**src/dite_pkg.sv**
```systemverilog
// Constants and types for the digital input timing engine
`default_nettype none
package dite_pkg;
    // Register byte offsets
    localparam logic [7:0] OFF_CTRL = 8'h00;
    localparam logic [7:0] OFF_MODE = 8'h04;
    localparam logic [7:0] OFF_BEGIN = 8'h08;
    localparam logic [7:0] OFF_COUNT = 8'h0c;
    localparam logic [7:0] OFF_DIV = 8'h10;
    localparam logic [7:0] OFF_DELAY = 8'h14;
    localparam logic [7:0] OFF_DIR = 8'h18;
    localparam logic [7:0] OFF_SOUT = 8'h1c;
    localparam logic [7:0] OFF_SIN = 8'h20;
    localparam logic [7:0] OFF_STATUS = 8'h24;
    localparam logic [7:0] OFF_DONE_CNT = 8'h28;
    localparam logic [7:0] OFF_EXPORT = 8'h2c;
    // Command bits in CTRL
    localparam int CMD_START = 0;
    localparam int CMD_STOP = 1;
    localparam int CMD_SAMPLE = 2;
    localparam int CMD_UPDATE = 3;
    // MODE fields
    localparam int M_CONT = 0;
    localparam int M_RETRIG = 1;
    localparam int M_EXT = 2;
    localparam int M_SPOL = 3;
    localparam int M_SSEL = 4;
    localparam int M_SLINE = 8;
    localparam int M_RSEL = 12;
    localparam int M_RPOL = 16;
    localparam int M_RLINE = 20;
    localparam logic [3:0] SSEL_DIVIDED = 4'h8;
    // Reference timebase choices
    localparam logic [1:0] REF_100M = 2'h0;
    localparam logic [1:0] REF_20M = 2'h1;
    localparam logic [1:0] REF_100K = 2'h2;
    localparam logic [1:0] REF_LINE = 2'h3;
    // BEGIN fields and source codes
    localparam int B_SRC = 0;
    localparam int B_LINE = 4;
    localparam int B_POL = 8;
    localparam logic [2:0] BSRC_NONE = 3'h0;
    localparam logic [2:0] BSRC_LINE = 3'h1;
    localparam logic [2:0] BSRC_CNT = 3'h2;
    localparam logic [2:0] BSRC_CHG = 3'h3;
    localparam logic [2:0] BSRC_AI = 3'h4;
    localparam logic [2:0] BSRC_AO = 3'h5;
    localparam logic [2:0] BSRC_DO = 3'h6;
    // EXPORT fields
    localparam int E_SEN = 0;
    localparam int E_SLINE = 4;
    localparam int E_BEN = 8;
    localparam int E_BLINE = 12;
    // STATUS bits
    localparam int S_RUN = 0;
    localparam int S_ARMED = 1;
    localparam int S_OVF = 2;
    localparam int S_DONE = 3;
    // Reset values
    localparam logic [31:0] MODE_RST = 32'h0000_0080;
    localparam logic [31:0] COUNT_RST = 32'h0000_0001;
    localparam logic [15:0] DIV_RST = 16'h0002;
    localparam logic [15:0] DELAY_RST = 16'h0002;
    // Slow timebase made from the bus clock
    localparam int CLK_HZ = 50_000_000;
    localparam int SLOW_HZ = 100_000;
    localparam logic [8:0] SLOW_HALF = 9'(CLK_HZ / (2 * SLOW_HZ));
    typedef enum logic [1:0] {
        ST_IDLE = 2'b00,
        ST_ARMED = 2'b01,
        ST_DELAY = 2'b10,
        ST_RUN = 2'b11
    } engine_state_t;
    // Edge of a level against its previous value, falling when fall is set
    function automatic logic edge_hit(input logic cur, input logic prev, input logic fall);
        return fall ? (prev & ~cur) : (cur & ~prev);
    endfunction
endpackage
`default_nettype wire

```
**src/digital_input_timing_engine.sv**
```systemverilog
// Digital input timing engine with APB registers and line control
// Behaviour
// Each line individually static input or output
// All lines are inputs after reset
// Finite mode stops at programmed sample count
// Continuous mode runs until software stop
// Each strobe edge writes port word
// Strobe while FIFO full flags overflow
// Strobe source internal or external, edge selectable
// Internal strobe choices with selectable polarity
// Any line usable as external strobe
// Exported strobe drives line inverted
// Strobes ignored outside an acquisition
// Engine generates strobe unless external source
// Programmable start delay, default two ticks
// Reference timebase selectable among four sources
// Divided reference is a strobe source
// Reference edge selectable except fast sources
// Software start when no begin source
// Retrigger repeats whole sequence per event; a sequence that finishes at delay end goes idle instead of rearming
// Begin events ignored while sequence runs
// Begin event source and edge selectable
// Exported begin event is active-high pulse
// External edges synchronised before use
//
// Design decisions made here: the placing of the registers and the APB register port.
`default_nettype none
module digital_input_timing_engine (
    input wire logic pclk,
    input wire logic presetn,
    input wire logic psel,
    input wire logic penable,
    input wire logic pwrite,
    input wire logic [7:0] paddr,
    input wire logic [31:0] pwdata,
    output logic [31:0] prdata,
    output logic pready,
    output logic pslverr,
    input wire logic [15:0] line_in,
    output logic [15:0] line_out,
    output logic [15:0] line_oe,
    input wire logic tick_100mhz,
    input wire logic tick_20mhz,
    input wire logic [7:0] internal_strobes,
    input wire logic counter_output,
    input wire logic change_detect_event,
    input wire logic analog_in_begin_event,
    input wire logic analog_out_begin_event,
    input wire logic output_word_begin_event,
    input wire logic fifo_full,
    output logic [15:0] fifo_wdata,
    output logic fifo_wvalid,
    output logic acq_running
);
    logic [31:0] mode, begin_cfg, sample_count, export_cfg, captured;
    logic [15:0] divisor, delay_ticks, line_dir, static_out, static_drive, static_in;
    logic [15:0] div_cnt, dly_cnt, line_sync_q, line_prev;
    logic [7:0] int_prev;
    logic [8:0] slow_cnt;
    logic slow_sq, slow_prev, overflow, done, begin_pulse;
    logic [4:0] begin_prev;
    dite_pkg::engine_state_t state;

    // Pin lines pass two flip-flops before any use
    line_sync #(.W(16)) u_sync (
        .pclk(pclk),
        .presetn(presetn),
        .d(line_in),
        .q(line_sync_q),
        .q_prev(line_prev)
    );

    // Bus decode
    logic wr_acc, setup, mapped, start_cmd, stop_cmd;
    assign wr_acc = psel & penable & pwrite;
    assign setup = psel & ~penable;
    assign pready = 1'b1;
    assign mapped = (paddr[1:0] == 2'b00) && (paddr <= dite_pkg::OFF_EXPORT);
    assign pslverr = psel & penable & ~mapped;
    assign start_cmd = wr_acc && paddr == dite_pkg::OFF_CTRL && pwdata[dite_pkg::CMD_START];
    assign stop_cmd = wr_acc && paddr == dite_pkg::OFF_CTRL && pwdata[dite_pkg::CMD_STOP];

    // Configuration fields
    logic cont, retrig, ext, spol, rpol, bpol;
    logic [3:0] ssel, sline, rline, bline;
    logic [1:0] rsel;
    logic [2:0] bsrc;
    assign cont = mode[dite_pkg::M_CONT];
    assign retrig = mode[dite_pkg::M_RETRIG];
    assign ext = mode[dite_pkg::M_EXT];
    assign spol = mode[dite_pkg::M_SPOL];
    assign ssel = mode[dite_pkg::M_SSEL +: 4];
    assign sline = mode[dite_pkg::M_SLINE +: 4];
    assign rsel = mode[dite_pkg::M_RSEL +: 2];
    assign rpol = mode[dite_pkg::M_RPOL];
    assign rline = mode[dite_pkg::M_RLINE +: 4];
    assign bsrc = begin_cfg[dite_pkg::B_SRC +: 3];
    assign bline = begin_cfg[dite_pkg::B_LINE +: 4];
    assign bpol = begin_cfg[dite_pkg::B_POL];

    // Writable configuration registers
    always_ff @(posedge pclk or negedge presetn) begin
        if (!presetn) begin
            mode <= dite_pkg::MODE_RST;
            begin_cfg <= '0;
            sample_count <= dite_pkg::COUNT_RST;
            divisor <= dite_pkg::DIV_RST;
            delay_ticks <= dite_pkg::DELAY_RST;
            line_dir <= '0;
            static_out <= '0;
            export_cfg <= '0;
        end else if (wr_acc) begin
            case (paddr)
                dite_pkg::OFF_MODE: mode <= pwdata;
                dite_pkg::OFF_BEGIN: begin_cfg <= pwdata;
                dite_pkg::OFF_COUNT: sample_count <= pwdata;
                dite_pkg::OFF_DIV: divisor <= pwdata[15:0];
                dite_pkg::OFF_DELAY: delay_ticks <= pwdata[15:0];
                dite_pkg::OFF_DIR: line_dir <= pwdata[15:0];
                dite_pkg::OFF_SOUT: static_out <= pwdata[15:0];
                dite_pkg::OFF_EXPORT: export_cfg <= pwdata;
                default: ;
            endcase
        end
    end

    // Static sample and update happen only on command
    always_ff @(posedge pclk or negedge presetn) begin
        if (!presetn) begin
            static_in <= '0;
            static_drive <= '0;
        end else if (wr_acc && paddr == dite_pkg::OFF_CTRL) begin
            if (pwdata[dite_pkg::CMD_SAMPLE]) begin
                static_in <= line_sync_q;
            end
            if (pwdata[dite_pkg::CMD_UPDATE]) begin
                static_drive <= static_out;
            end
        end
    end

    // Read data is captured in the setup phase
    always_ff @(posedge pclk or negedge presetn) begin
        if (!presetn) begin
            prdata <= '0;
        end else if (setup && !pwrite) begin
            case (paddr)
                dite_pkg::OFF_MODE: prdata <= mode;
                dite_pkg::OFF_BEGIN: prdata <= begin_cfg;
                dite_pkg::OFF_COUNT: prdata <= sample_count;
                dite_pkg::OFF_DIV: prdata <= {16'h0000, divisor};
                dite_pkg::OFF_DELAY: prdata <= {16'h0000, delay_ticks};
                dite_pkg::OFF_DIR: prdata <= {16'h0000, line_dir};
                dite_pkg::OFF_SOUT: prdata <= {16'h0000, static_out};
                dite_pkg::OFF_SIN: prdata <= {16'h0000, static_in};
                dite_pkg::OFF_STATUS: prdata <= {28'h0000000, done, overflow,
                    state == dite_pkg::ST_ARMED, state == dite_pkg::ST_RUN};
                dite_pkg::OFF_DONE_CNT: prdata <= captured;
                dite_pkg::OFF_EXPORT: prdata <= export_cfg;
                default: prdata <= '0;
            endcase
        end
    end

    // Slow timebase and source edge history
    always_ff @(posedge pclk or negedge presetn) begin
        if (!presetn) begin
            slow_cnt <= '0;
            slow_sq <= 1'b0;
            slow_prev <= 1'b0;
            int_prev <= '0;
            begin_prev <= '0;
        end else begin
            slow_cnt <= (slow_cnt == dite_pkg::SLOW_HALF - 9'h001) ? 9'h000 : slow_cnt + 9'h001;
            if (slow_cnt == dite_pkg::SLOW_HALF - 9'h001) begin
                slow_sq <= ~slow_sq;
            end
            slow_prev <= slow_sq;
            int_prev <= internal_strobes;
            begin_prev <= {counter_output, change_detect_event, analog_in_begin_event,
                analog_out_begin_event, output_word_begin_event};
        end
    end

    // Reference tick; no edge choice for fast sources
    logic ref_tick;
    always_comb begin
        case (rsel)
            dite_pkg::REF_100M: ref_tick = tick_100mhz;
            dite_pkg::REF_20M: ref_tick = tick_20mhz;
            dite_pkg::REF_100K: ref_tick = dite_pkg::edge_hit(slow_sq, slow_prev, rpol);
            default: ref_tick = dite_pkg::edge_hit(line_sync_q[rline], line_prev[rline], rpol);
        endcase
    end

    // Begin event from the selected source and edge
    logic begin_edge;
    always_comb begin
        case (bsrc)
            dite_pkg::BSRC_LINE:
                begin_edge = dite_pkg::edge_hit(line_sync_q[bline], line_prev[bline], bpol);
            dite_pkg::BSRC_CNT:
                begin_edge = dite_pkg::edge_hit(counter_output, begin_prev[4], bpol);
            dite_pkg::BSRC_CHG:
                begin_edge = dite_pkg::edge_hit(change_detect_event, begin_prev[3], bpol);
            dite_pkg::BSRC_AI:
                begin_edge = dite_pkg::edge_hit(analog_in_begin_event, begin_prev[2], bpol);
            dite_pkg::BSRC_AO:
                begin_edge = dite_pkg::edge_hit(analog_out_begin_event, begin_prev[1], bpol);
            dite_pkg::BSRC_DO:
                begin_edge = dite_pkg::edge_hit(output_word_begin_event, begin_prev[0], bpol);
            default: begin_edge = 1'b0;
        endcase
    end

    // Generated strobe: delay end, then every divisor ticks
    logic gen_pulse, delay_end, div_wrap, use_gen, capture_edge, capture_take, finish;
    assign use_gen = !ext && ssel == dite_pkg::SSEL_DIVIDED;
    assign delay_end = state == dite_pkg::ST_DELAY && ref_tick
        && (delay_ticks <= 16'h0001 || dly_cnt == delay_ticks - 16'h0001);
    assign div_wrap = state == dite_pkg::ST_RUN && ref_tick
        && (divisor <= 16'h0001 || div_cnt == divisor - 16'h0001);
    assign gen_pulse = delay_end || div_wrap;

    // Strobe edge from the chosen source
    always_comb begin
        if (ext) begin
            capture_edge = dite_pkg::edge_hit(line_sync_q[sline], line_prev[sline], spol);
        end else if (use_gen) begin
            capture_edge = gen_pulse;
        end else begin
            capture_edge = dite_pkg::edge_hit(internal_strobes[ssel[2:0]],
                int_prev[ssel[2:0]], spol);
        end
    end
    assign capture_take = capture_edge && (state == dite_pkg::ST_RUN || delay_end);
    assign finish = capture_take && !cont && (captured + 32'h1 >= sample_count);
    assign acq_running = state == dite_pkg::ST_RUN || state == dite_pkg::ST_DELAY;

    // Sequence state machine; stop command wins over everything
    always_ff @(posedge pclk or negedge presetn) begin
        if (!presetn) begin
            state <= dite_pkg::ST_IDLE;
            begin_pulse <= 1'b0;
        end else begin
            begin_pulse <= 1'b0;
            if (stop_cmd) begin
                state <= dite_pkg::ST_IDLE;
            end else begin
                case (state)
                    dite_pkg::ST_IDLE: if (start_cmd) begin
                        if (bsrc == dite_pkg::BSRC_NONE) begin
                            state <= use_gen ? dite_pkg::ST_DELAY : dite_pkg::ST_RUN;
                            begin_pulse <= 1'b1;
                        end else begin
                            state <= dite_pkg::ST_ARMED;
                        end
                    end
                    dite_pkg::ST_ARMED: if (begin_edge) begin
                        state <= use_gen ? dite_pkg::ST_DELAY : dite_pkg::ST_RUN;
                        begin_pulse <= 1'b1;
                    end
                    dite_pkg::ST_DELAY: if (delay_end) begin
                        state <= finish ? dite_pkg::ST_IDLE : dite_pkg::ST_RUN;
                    end
                    dite_pkg::ST_RUN: if (finish) begin
                        // Begin events in RUN fall through unseen
                        state <= (retrig && bsrc != dite_pkg::BSRC_NONE)
                            ? dite_pkg::ST_ARMED : dite_pkg::ST_IDLE;
                    end
                    default: state <= dite_pkg::ST_IDLE;
                endcase
            end
        end
    end

    // Counters restart with each sequence
    always_ff @(posedge pclk or negedge presetn) begin
        if (!presetn) begin
            dly_cnt <= '0;
            div_cnt <= '0;
            captured <= '0;
        end else begin
            if (state != dite_pkg::ST_DELAY) begin
                dly_cnt <= '0;
            end else if (ref_tick) begin
                dly_cnt <= dly_cnt + 16'h0001;
            end
            if (state != dite_pkg::ST_RUN || div_wrap) begin
                div_cnt <= '0;
            end else if (ref_tick) begin
                div_cnt <= div_cnt + 16'h0001;
            end
            if (begin_pulse) begin
                captured <= '0;
            end else if (capture_take) begin
                captured <= captured + 32'h1;
            end
        end
    end

    // FIFO write of the whole port, or overflow when full
    always_ff @(posedge pclk or negedge presetn) begin
        if (!presetn) begin
            fifo_wvalid <= 1'b0;
            fifo_wdata <= '0;
        end else begin
            fifo_wvalid <= capture_take && !fifo_full;
            if (capture_take) begin
                fifo_wdata <= line_sync_q;
            end
        end
    end

    // Sticky flags, write one to clear; set wins
    always_ff @(posedge pclk or negedge presetn) begin
        if (!presetn) begin
            overflow <= 1'b0;
            done <= 1'b0;
        end else begin
            if (capture_take && fifo_full) begin
                overflow <= 1'b1;
            end else if (wr_acc && paddr == dite_pkg::OFF_STATUS && pwdata[dite_pkg::S_OVF]) begin
                overflow <= 1'b0;
            end
            if (finish) begin
                done <= 1'b1;
            end else if (wr_acc && paddr == dite_pkg::OFF_STATUS && pwdata[dite_pkg::S_DONE]) begin
                done <= 1'b0;
            end
        end
    end

    // Pin drive: static lines, then exported strobe and begin event
    always_ff @(posedge pclk or negedge presetn) begin
        if (!presetn) begin
            line_out <= '0;
            line_oe <= '0;
        end else begin
            line_out <= static_drive;
            line_oe <= line_dir;
            if (export_cfg[dite_pkg::E_SEN]) begin
                line_out[export_cfg[dite_pkg::E_SLINE +: 4]] <= ~capture_take;
                line_oe[export_cfg[dite_pkg::E_SLINE +: 4]] <= 1'b1;
            end
            if (export_cfg[dite_pkg::E_BEN]) begin
                line_out[export_cfg[dite_pkg::E_BLINE +: 4]] <= begin_pulse;
                line_oe[export_cfg[dite_pkg::E_BLINE +: 4]] <= 1'b1;
            end
        end
    end

    // Checks
    logic first_cycle;
    always_ff @(posedge pclk or negedge presetn) begin
        if (!presetn) begin
            first_cycle <= 1'b1;
        end else begin
            first_cycle <= 1'b0;
        end
    end
endmodule
`default_nettype wire

```
**src/line_sync.sv**
```systemverilog
// Two-stage synchroniser with a delayed copy for edge detection
`default_nettype none
module line_sync #(
    parameter int W = 16
) (
    input wire logic pclk,
    input wire logic presetn,
    input wire logic [W-1:0] d,
    output logic [W-1:0] q,
    output logic [W-1:0] q_prev
);
    logic [W-1:0] meta;

    // First stage feeds only the second
    always_ff @(posedge pclk or negedge presetn) begin
        if (!presetn) begin
            meta <= '0;
            q <= '0;
            q_prev <= '0;
        end else begin
            meta <= d;
            q <= meta;
            q_prev <= q;
        end
    end
endmodule
`default_nettype wire

```
**config.mk**
```make
export PLATFORM = sky130hd
export DESIGN_NAME = digital_input_timing_engine
export DESIGN_NICKNAME = d
export VERILOG_FILES = /design/src/dite_pkg.sv /design/src/digital_input_timing_engine.sv /design/src/line_sync.sv
export SDC_FILE = /design/constraint.sdc
export NUM_CORES = 1
export LEC_CHECK = 0
export ABC_AREA = 1
export ABC_CLOCK_PERIOD_IN_PS = 5900
export BUFFER_PORTS_ARGS = -buffer_cell sky130_fd_sc_hd__buf_4
export CAP_MARGIN = 0
export CORE_AREA = 2 2 225 227
export CTS_CLUSTER_DIAMETER = 80
export CTS_CLUSTER_SIZE = 16
export DETAILED_ROUTE_END_ITERATION = 8
export DIE_AREA = 0 0 227 229
export HOLD_SLACK_MARGIN = 0.1
export PLACE_DENSITY = 0.59
export SYNTH_ARGS = -nofsm -noshare
export SYNTH_HDL_FRONTEND = slang
export SYNTH_SLANG_ARGS = --single-unit
export TNS_END_PERCENT = 10
```
**constraint.sdc**
```tcl
create_clock -name pclk -period 5.9 [get_ports pclk]
set_clock_uncertainty 0.15 [all_clocks]
set_input_delay 1.18 -clock pclk [delete_from_list [all_inputs] [get_ports pclk]]
set_output_delay 1.18 -clock pclk [all_outputs]
set_load 0.05 [all_outputs]
```
After elaboration in Yosys (flattened, before gate mapping)
Cells that the tools add are included.
- eq/ne operators: 32
- magnitude comparators: 12
- bitwise gates (word level): 49
- add/subtract/negate cells: 6
- reductions and logical operators: 53
- muxes and demuxes: 67
- operators with widths (kind ; count):
    $pmux W32 S11 ; 1
    $mux W16 ; 8
    $mux W32 ; 2
    $add A16 B1 Y16 const B ; 2
    $add A32 B1 Y32 const B ; 1
    $bwmux W16 ; 2
    $eq A16 B16 Y1 ; 2
    $eq A8 B5 Y1 const B ; 4
    $eq A8 B6 Y1 const B ; 4
    $ge A32 B32 Y1 ; 1
    $le A16 B1 Y1 const B ; 2
    $mux W1 ; 32
    $or A16 B16 Y16 ; 2
    $sub A16 B1 Y16 const B ; 2
    $lt A4 B5 Y1 const B ; 5
    $and A1 B1 Y1 ; 24
    $bmux W1 S4 ; 6
    $not A1 Y1 ; 23
    $logic_and A1 B1 Y1 ; 21
    $reduce_and A2 Y1 ; 10
    $eq A8 B4 Y1 const B ; 2
    $mux W2 ; 7
    $ne A3 B3 Y1 const B ; 4
    $reduce_bool A2 Y1 ; 5
    other kinds (27) ; 47
- output and inout bits: 84
- register bits after elaboration: 446
- input bits: 77
- word-level logic and storage cells: 249

Longest topological paths before layout
- depth after elaboration: 18
- depth in mapped cells: 29
- mapped depth without buffers: 29

Hierarchy
From an unflattened synthesis, not the netlist that was laid out.
- cell total of the unflattened synthesis: 2637
- area total of the unflattened synthesis: 21926.0 um2
- modules (own cells, without submodules) (module ; times used ; cells each ; sequential area each (um2) ; area each (um2)):
    digital_input_timing_engine ; 1 ; 2589 ; 9964.6 ; 20724.9
    line_sync ; 1 ; 48 ; 1201.2 ; 1201.2

Least setup slack after synthesis
OpenSTA, ideal clock, no wires.
- kind: input to output
- start point: in paddr[1]
- end point: out pslverr
- required time: 4.570 ns
- cell stages on the path: 7
- path buffers: 1
- arrival time: 2.889 ns
- slack: 1.681 ns
- path through: nor2_1 inv_1 nor2_1 inv_1 nor2_1 clkbuf_1 a211oi_1
- longest elaborated chain between the ends: 4
- elaborated cells between the ends (all ways): 5
- classes of those cells: order compare: 1; bitwise: 2; reduce/logical: 2
- ends and longest elaborated chain (item ; line ; text):
    from (decl) ; digital_input_timing_engine.sv:34 ; input wire logic [7:0] paddr,
    $le A8 B6 Y1 or $logic_not A2 Y1 (tied branches) ; digital_input_timing_engine.sv:78 ; assign mapped = (paddr[1:0] == 2'b00) && (paddr <= dite_pkg::OFF_EXPORT);
    $logic_and A1 B1 Y1 (*) ; digital_input_timing_engine.sv:78 ;
    $not A1 Y1 (*) ; digital_input_timing_engine.sv:79 ; assign pslverr = psel & penable & ~mapped;
    $and A1 B1 Y1 (*) ; digital_input_timing_engine.sv:79 ;
    to (decl) ; digital_input_timing_engine.sv:38 ; output logic pslverr,
Mark *: on every way between the ends. The rest lies on a longest branch, timed or not.

Final worst setup path
- start point: reg captured[0]
- end point: reg state[0]
- longest elaborated chain between the ends: 7
- elaborated cells between the ends (all ways): 9
- classes of those cells: add/sub: 1; order compare: 1; eq/ne: 1; mux: 4; reduce/logical: 2
- ends and longest elaborated chain (item ; line ; text):
    from (decl) ; digital_input_timing_engine.sv:55 ; logic [31:0] mode, begin_cfg, sample_count, export_cfg, captured;
    from (signal assigned) ; digital_input_timing_engine.sv:297 ; captured <= captured + 32'h1;
    $add A32 B1 Y32 (*) ; digital_input_timing_engine.sv:237 ; assign finish = capture_take && !cont && (captured + 32'h1 >= sample_count);
    $ge A32 B32 Y1 (*) ; digital_input_timing_engine.sv:237 ;
    $logic_and A1 B1 Y1 (*) ; digital_input_timing_engine.sv:237 ;
    $mux W2 ; digital_input_timing_engine.sv:264 ; state <= finish ? dite_pkg::ST_IDLE : dite_pkg::ST_RUN;
    $mux W2 ; digital_input_timing_engine.sv:263 ; dite_pkg::ST_DELAY: if (delay_end) begin
    $pmux W2 S4 ; digital_input_timing_engine.sv:250 ; case (state)
    $mux W2 ; digital_input_timing_engine.sv:247 ; if (stop_cmd) begin
    to (signal assigned) ; digital_input_timing_engine.sv:248 ; state <= dite_pkg::ST_IDLE;
    to (signal assigned) ; digital_input_timing_engine.sv:253 ; state <= use_gen ? dite_pkg::ST_DELAY : dite_pkg::ST_RUN;
    to (signal assigned) ; digital_input_timing_engine.sv:264 ;
    to (decl) ; digital_input_timing_engine.sv:62 ; dite_pkg::engine_state_t state;
Mark *: on every way between the ends. The rest lies on a longest branch, timed or not. The select of a mux whose other input is x is not followed.
A chain may end at the register's enable or synchronous reset.

==> reports/results.ini <==
[run_status]
status=completed

[yosys]
synth_top_cell_by_area=dfrtp_1
synthFlopType=dfrtp_1
synthTopCellsByArea=dfrtp_1, nand2_1, o21ai_0
ys_warn_count=0
synth.cell_area_mm2=0.0221
async_flop_share_pct=100
synth_edf_count=0
ys_seq_area_share_pct=50.5
postSynthCellCount=2649
syn_nets=2767
syn_area_per_cell_um2=8.35
netlist-cell-type-count=59
yosys.area.top_type_share_pct=50.0
ys_ff_latch=446

[final_layout]
drive_gt1_share_pct=11.6
n_fill_cell=4870
multi_input_area_mm2=0.00928
areaGrowthSynthToFinish_pct=13.2
antennaDiodeCount=0
postLayoutCellArea_mm2=0.0250
register_area_mm2=0.0112
nets=2893

[clocking]
clock-sinks=446
cts_buffer_depth=3
cts_tree=yes
cts_setup_buffers=0
cts.htree.levels=2
clockRootBuffer=clkbuf_16
hold_buffers=0
numCtsBuffers=36
cts_resized=0
path_clk_slew_ps=70
clock_latency_ps=570

[global_route]
antenna_found_initial=0
gr-total-overflow=0
grt_start_max_net_pins=111
grt.total_usage_pct=27.6
grt_pass1_wl_um=109000
grt_pass1_vias=18100

[setup_path]
crit_top_cell=nand2_1
reg2reg_depth=29
startpoint=captured[0]
cp_slowest_cell=nor4_1
cpLargestDelayFamily=simple AND/OR/NAND/NOR gates
critPathMaxStageDelay_ps=410
cp_num_cells=29
path_class=flip-flop to flip-flop
critPathBufInv=5
worst_setup_path_end_kind=flip-flop
arrival_ps=5310
cp_max_fo=4
start_kind=flip-flop
rr_startpoint=captured[0]
required_ps=6250

[route]
vias=19000
drt_wl_total_um=70900
drt_iter0_markers=1745
wl_per_cell_um=20.4
vias_per_cell=5.47
antenna_left=0
first_pass_iters=5
drc=0

[place]
placed_cell_area_mm2=0.0240
detailed_place_hpwl_um=51900
gp_congestion=0.951
port_buffers=159

[sta]
tightestPinTransition_ps=1220
fmax_mhz=201
fin_crit_sh_pct=84.1
finalHoldViolations=0
min_period_ps=4960
drv_slew=0
rsz0062_at_grt=false
setup_viol=0
setup-tns-final_ps=0
relSlewSlack_pct=18.7

[floorplanning]
ioPinCount=161
fp.dieW_um=227
dieHeight_um=229
core-area_mm2=0.0497
dieArea_mm2=0.0520
num_rows=82
initial_core_util_pct=44.5

[power]
peakVddDrop_mv=0.190
leakage_nw=11.9
p_per_area_mw_per_mm2=274

[hold_path]
min_from=u_sync.meta[14]
min_path_cells=0
hold_path.class=flip-flop to flip-flop

[job]
max_cap_violations=0

==> cell usage in the layout (no fill, tap or decap), types with 5 or more instances in the layout <==
cell type,instances
nand2_1,616
dfrtp_1,442
inv_1,324
o21ai_0,318
nor2_1,178
buf_4,178
nand3_1,126
a21oi_1,88
a221oi_1,45
xor2_1,44
o22ai_1,42
ha_1,41
nor3_1,40
clkbuf_16,37
nand4_1,21
nand2_2,21
o221ai_1,18
xnor2_1,15
nor4_1,14
o211ai_1,14
o21ai_1,14
nor2_2,12
a31oi_1,12
mux2_2,12
clkbuf_1,12
o22ai_2,10
o21ai_2,10
a211oi_1,8
inv_2,6
mux2i_1,6
nor2_4,5
o21a_1,5
==> cell usage after synthesis (all sizes together), types with 14 or more instances <==
| cell | instances |
|---|---|
| xnor2 | 15 |
| a21oi | 89 |
| xor2 | 44 |
| o211ai | 14 |
| o22ai | 52 |
| nand2 | 642 |
| ha | 41 |
| dfrtp | 442 |
| o21ai | 342 |
| nand3 | 128 |
| nand4 | 21 |
| nor3 | 42 |
| a221oi | 45 |
| buf | 20 |
| nor4 | 14 |
| nor2 | 196 |
| o221ai | 18 |
| clkbuf | 75 |
| inv | 330 |
==> routing by layer <==
layer	up-vias	track usage, %	part of all wire, %
li1	9020	-	-
met2	662	44.4	46
met5	-	0	0
met3	103	3.44	5.8
met4	0	9.50	3.6
met1	9197	38.7	44
==> registers in the layout (all words and copies together), names as in the netlist, 32 cells and up <==
register	cells
export_cfg	32
begin_cfg	32
sample_count	32
prdata	32
mode	32
captured	32
==> through the flow <==
| stage | instances | hold slack (ps) | total power [mW] | util (%) | worst slack [ps] |
|---|---|---|---|---|---|
| after floorplan | 2649 | 181 | 4.11 | - | 1680 |
| after global placement | 3409 | 182 | 4.55 | 48.3 | 1150 |
| after detailed placement | 3409 | 186 | 4.57 | 48.3 | 1090 |
| after CTS | 3468 | 192 | 6.91 | 50.4 | 1030 |
| after global routing | 3468 | 199 | 7.15 | 50.4 | 322 |
| final | 3468 | 191 | 6.86 | 50.4 | 937 |
==> final cells by class <==
class | instances | share of cell area, %
sequential | 446 | 44.6
multi-input combinational | 1774 | 37.1
timing repair buffer | 183 | 5.72
inverter | 334 | 5.01
clock buffer | 51 | 3.99
tap | 672 | 3.36
clock inverter | 8 | 0.240
==> final timing paths <==
check / to / slack, ps
max: state[0] / 940
min: u_sync.q[14] / 190
max reg2reg: state[0] / 940
min reg2reg: u_sync.q[14] / 190
max in group asynchronous: u_sync.meta[10] / 3780
min in group asynchronous: int_prev[7] / 480
==> where the power goes <==
group,switching (mW),internal (mW),leakage (nW)
Clock,1.16,1.19,0.515
Combinational,0.876,0.349,5.33
Sequential,0.108,3.18,6.01
==> cells by family after synthesis <==
group           after synthesis  share of synthesized area, %
simple gates               1056                          20.3
other cells                   1                        0.0170
flops                       446                          50.5
compound gates              599                          16.0
xor+xnor                     59                          2.34
buf+inv                     429                          7.67
fa+ha+maj                    41                          2.32
mux                          18                         0.883
Power figures use the tool's default switching activity.
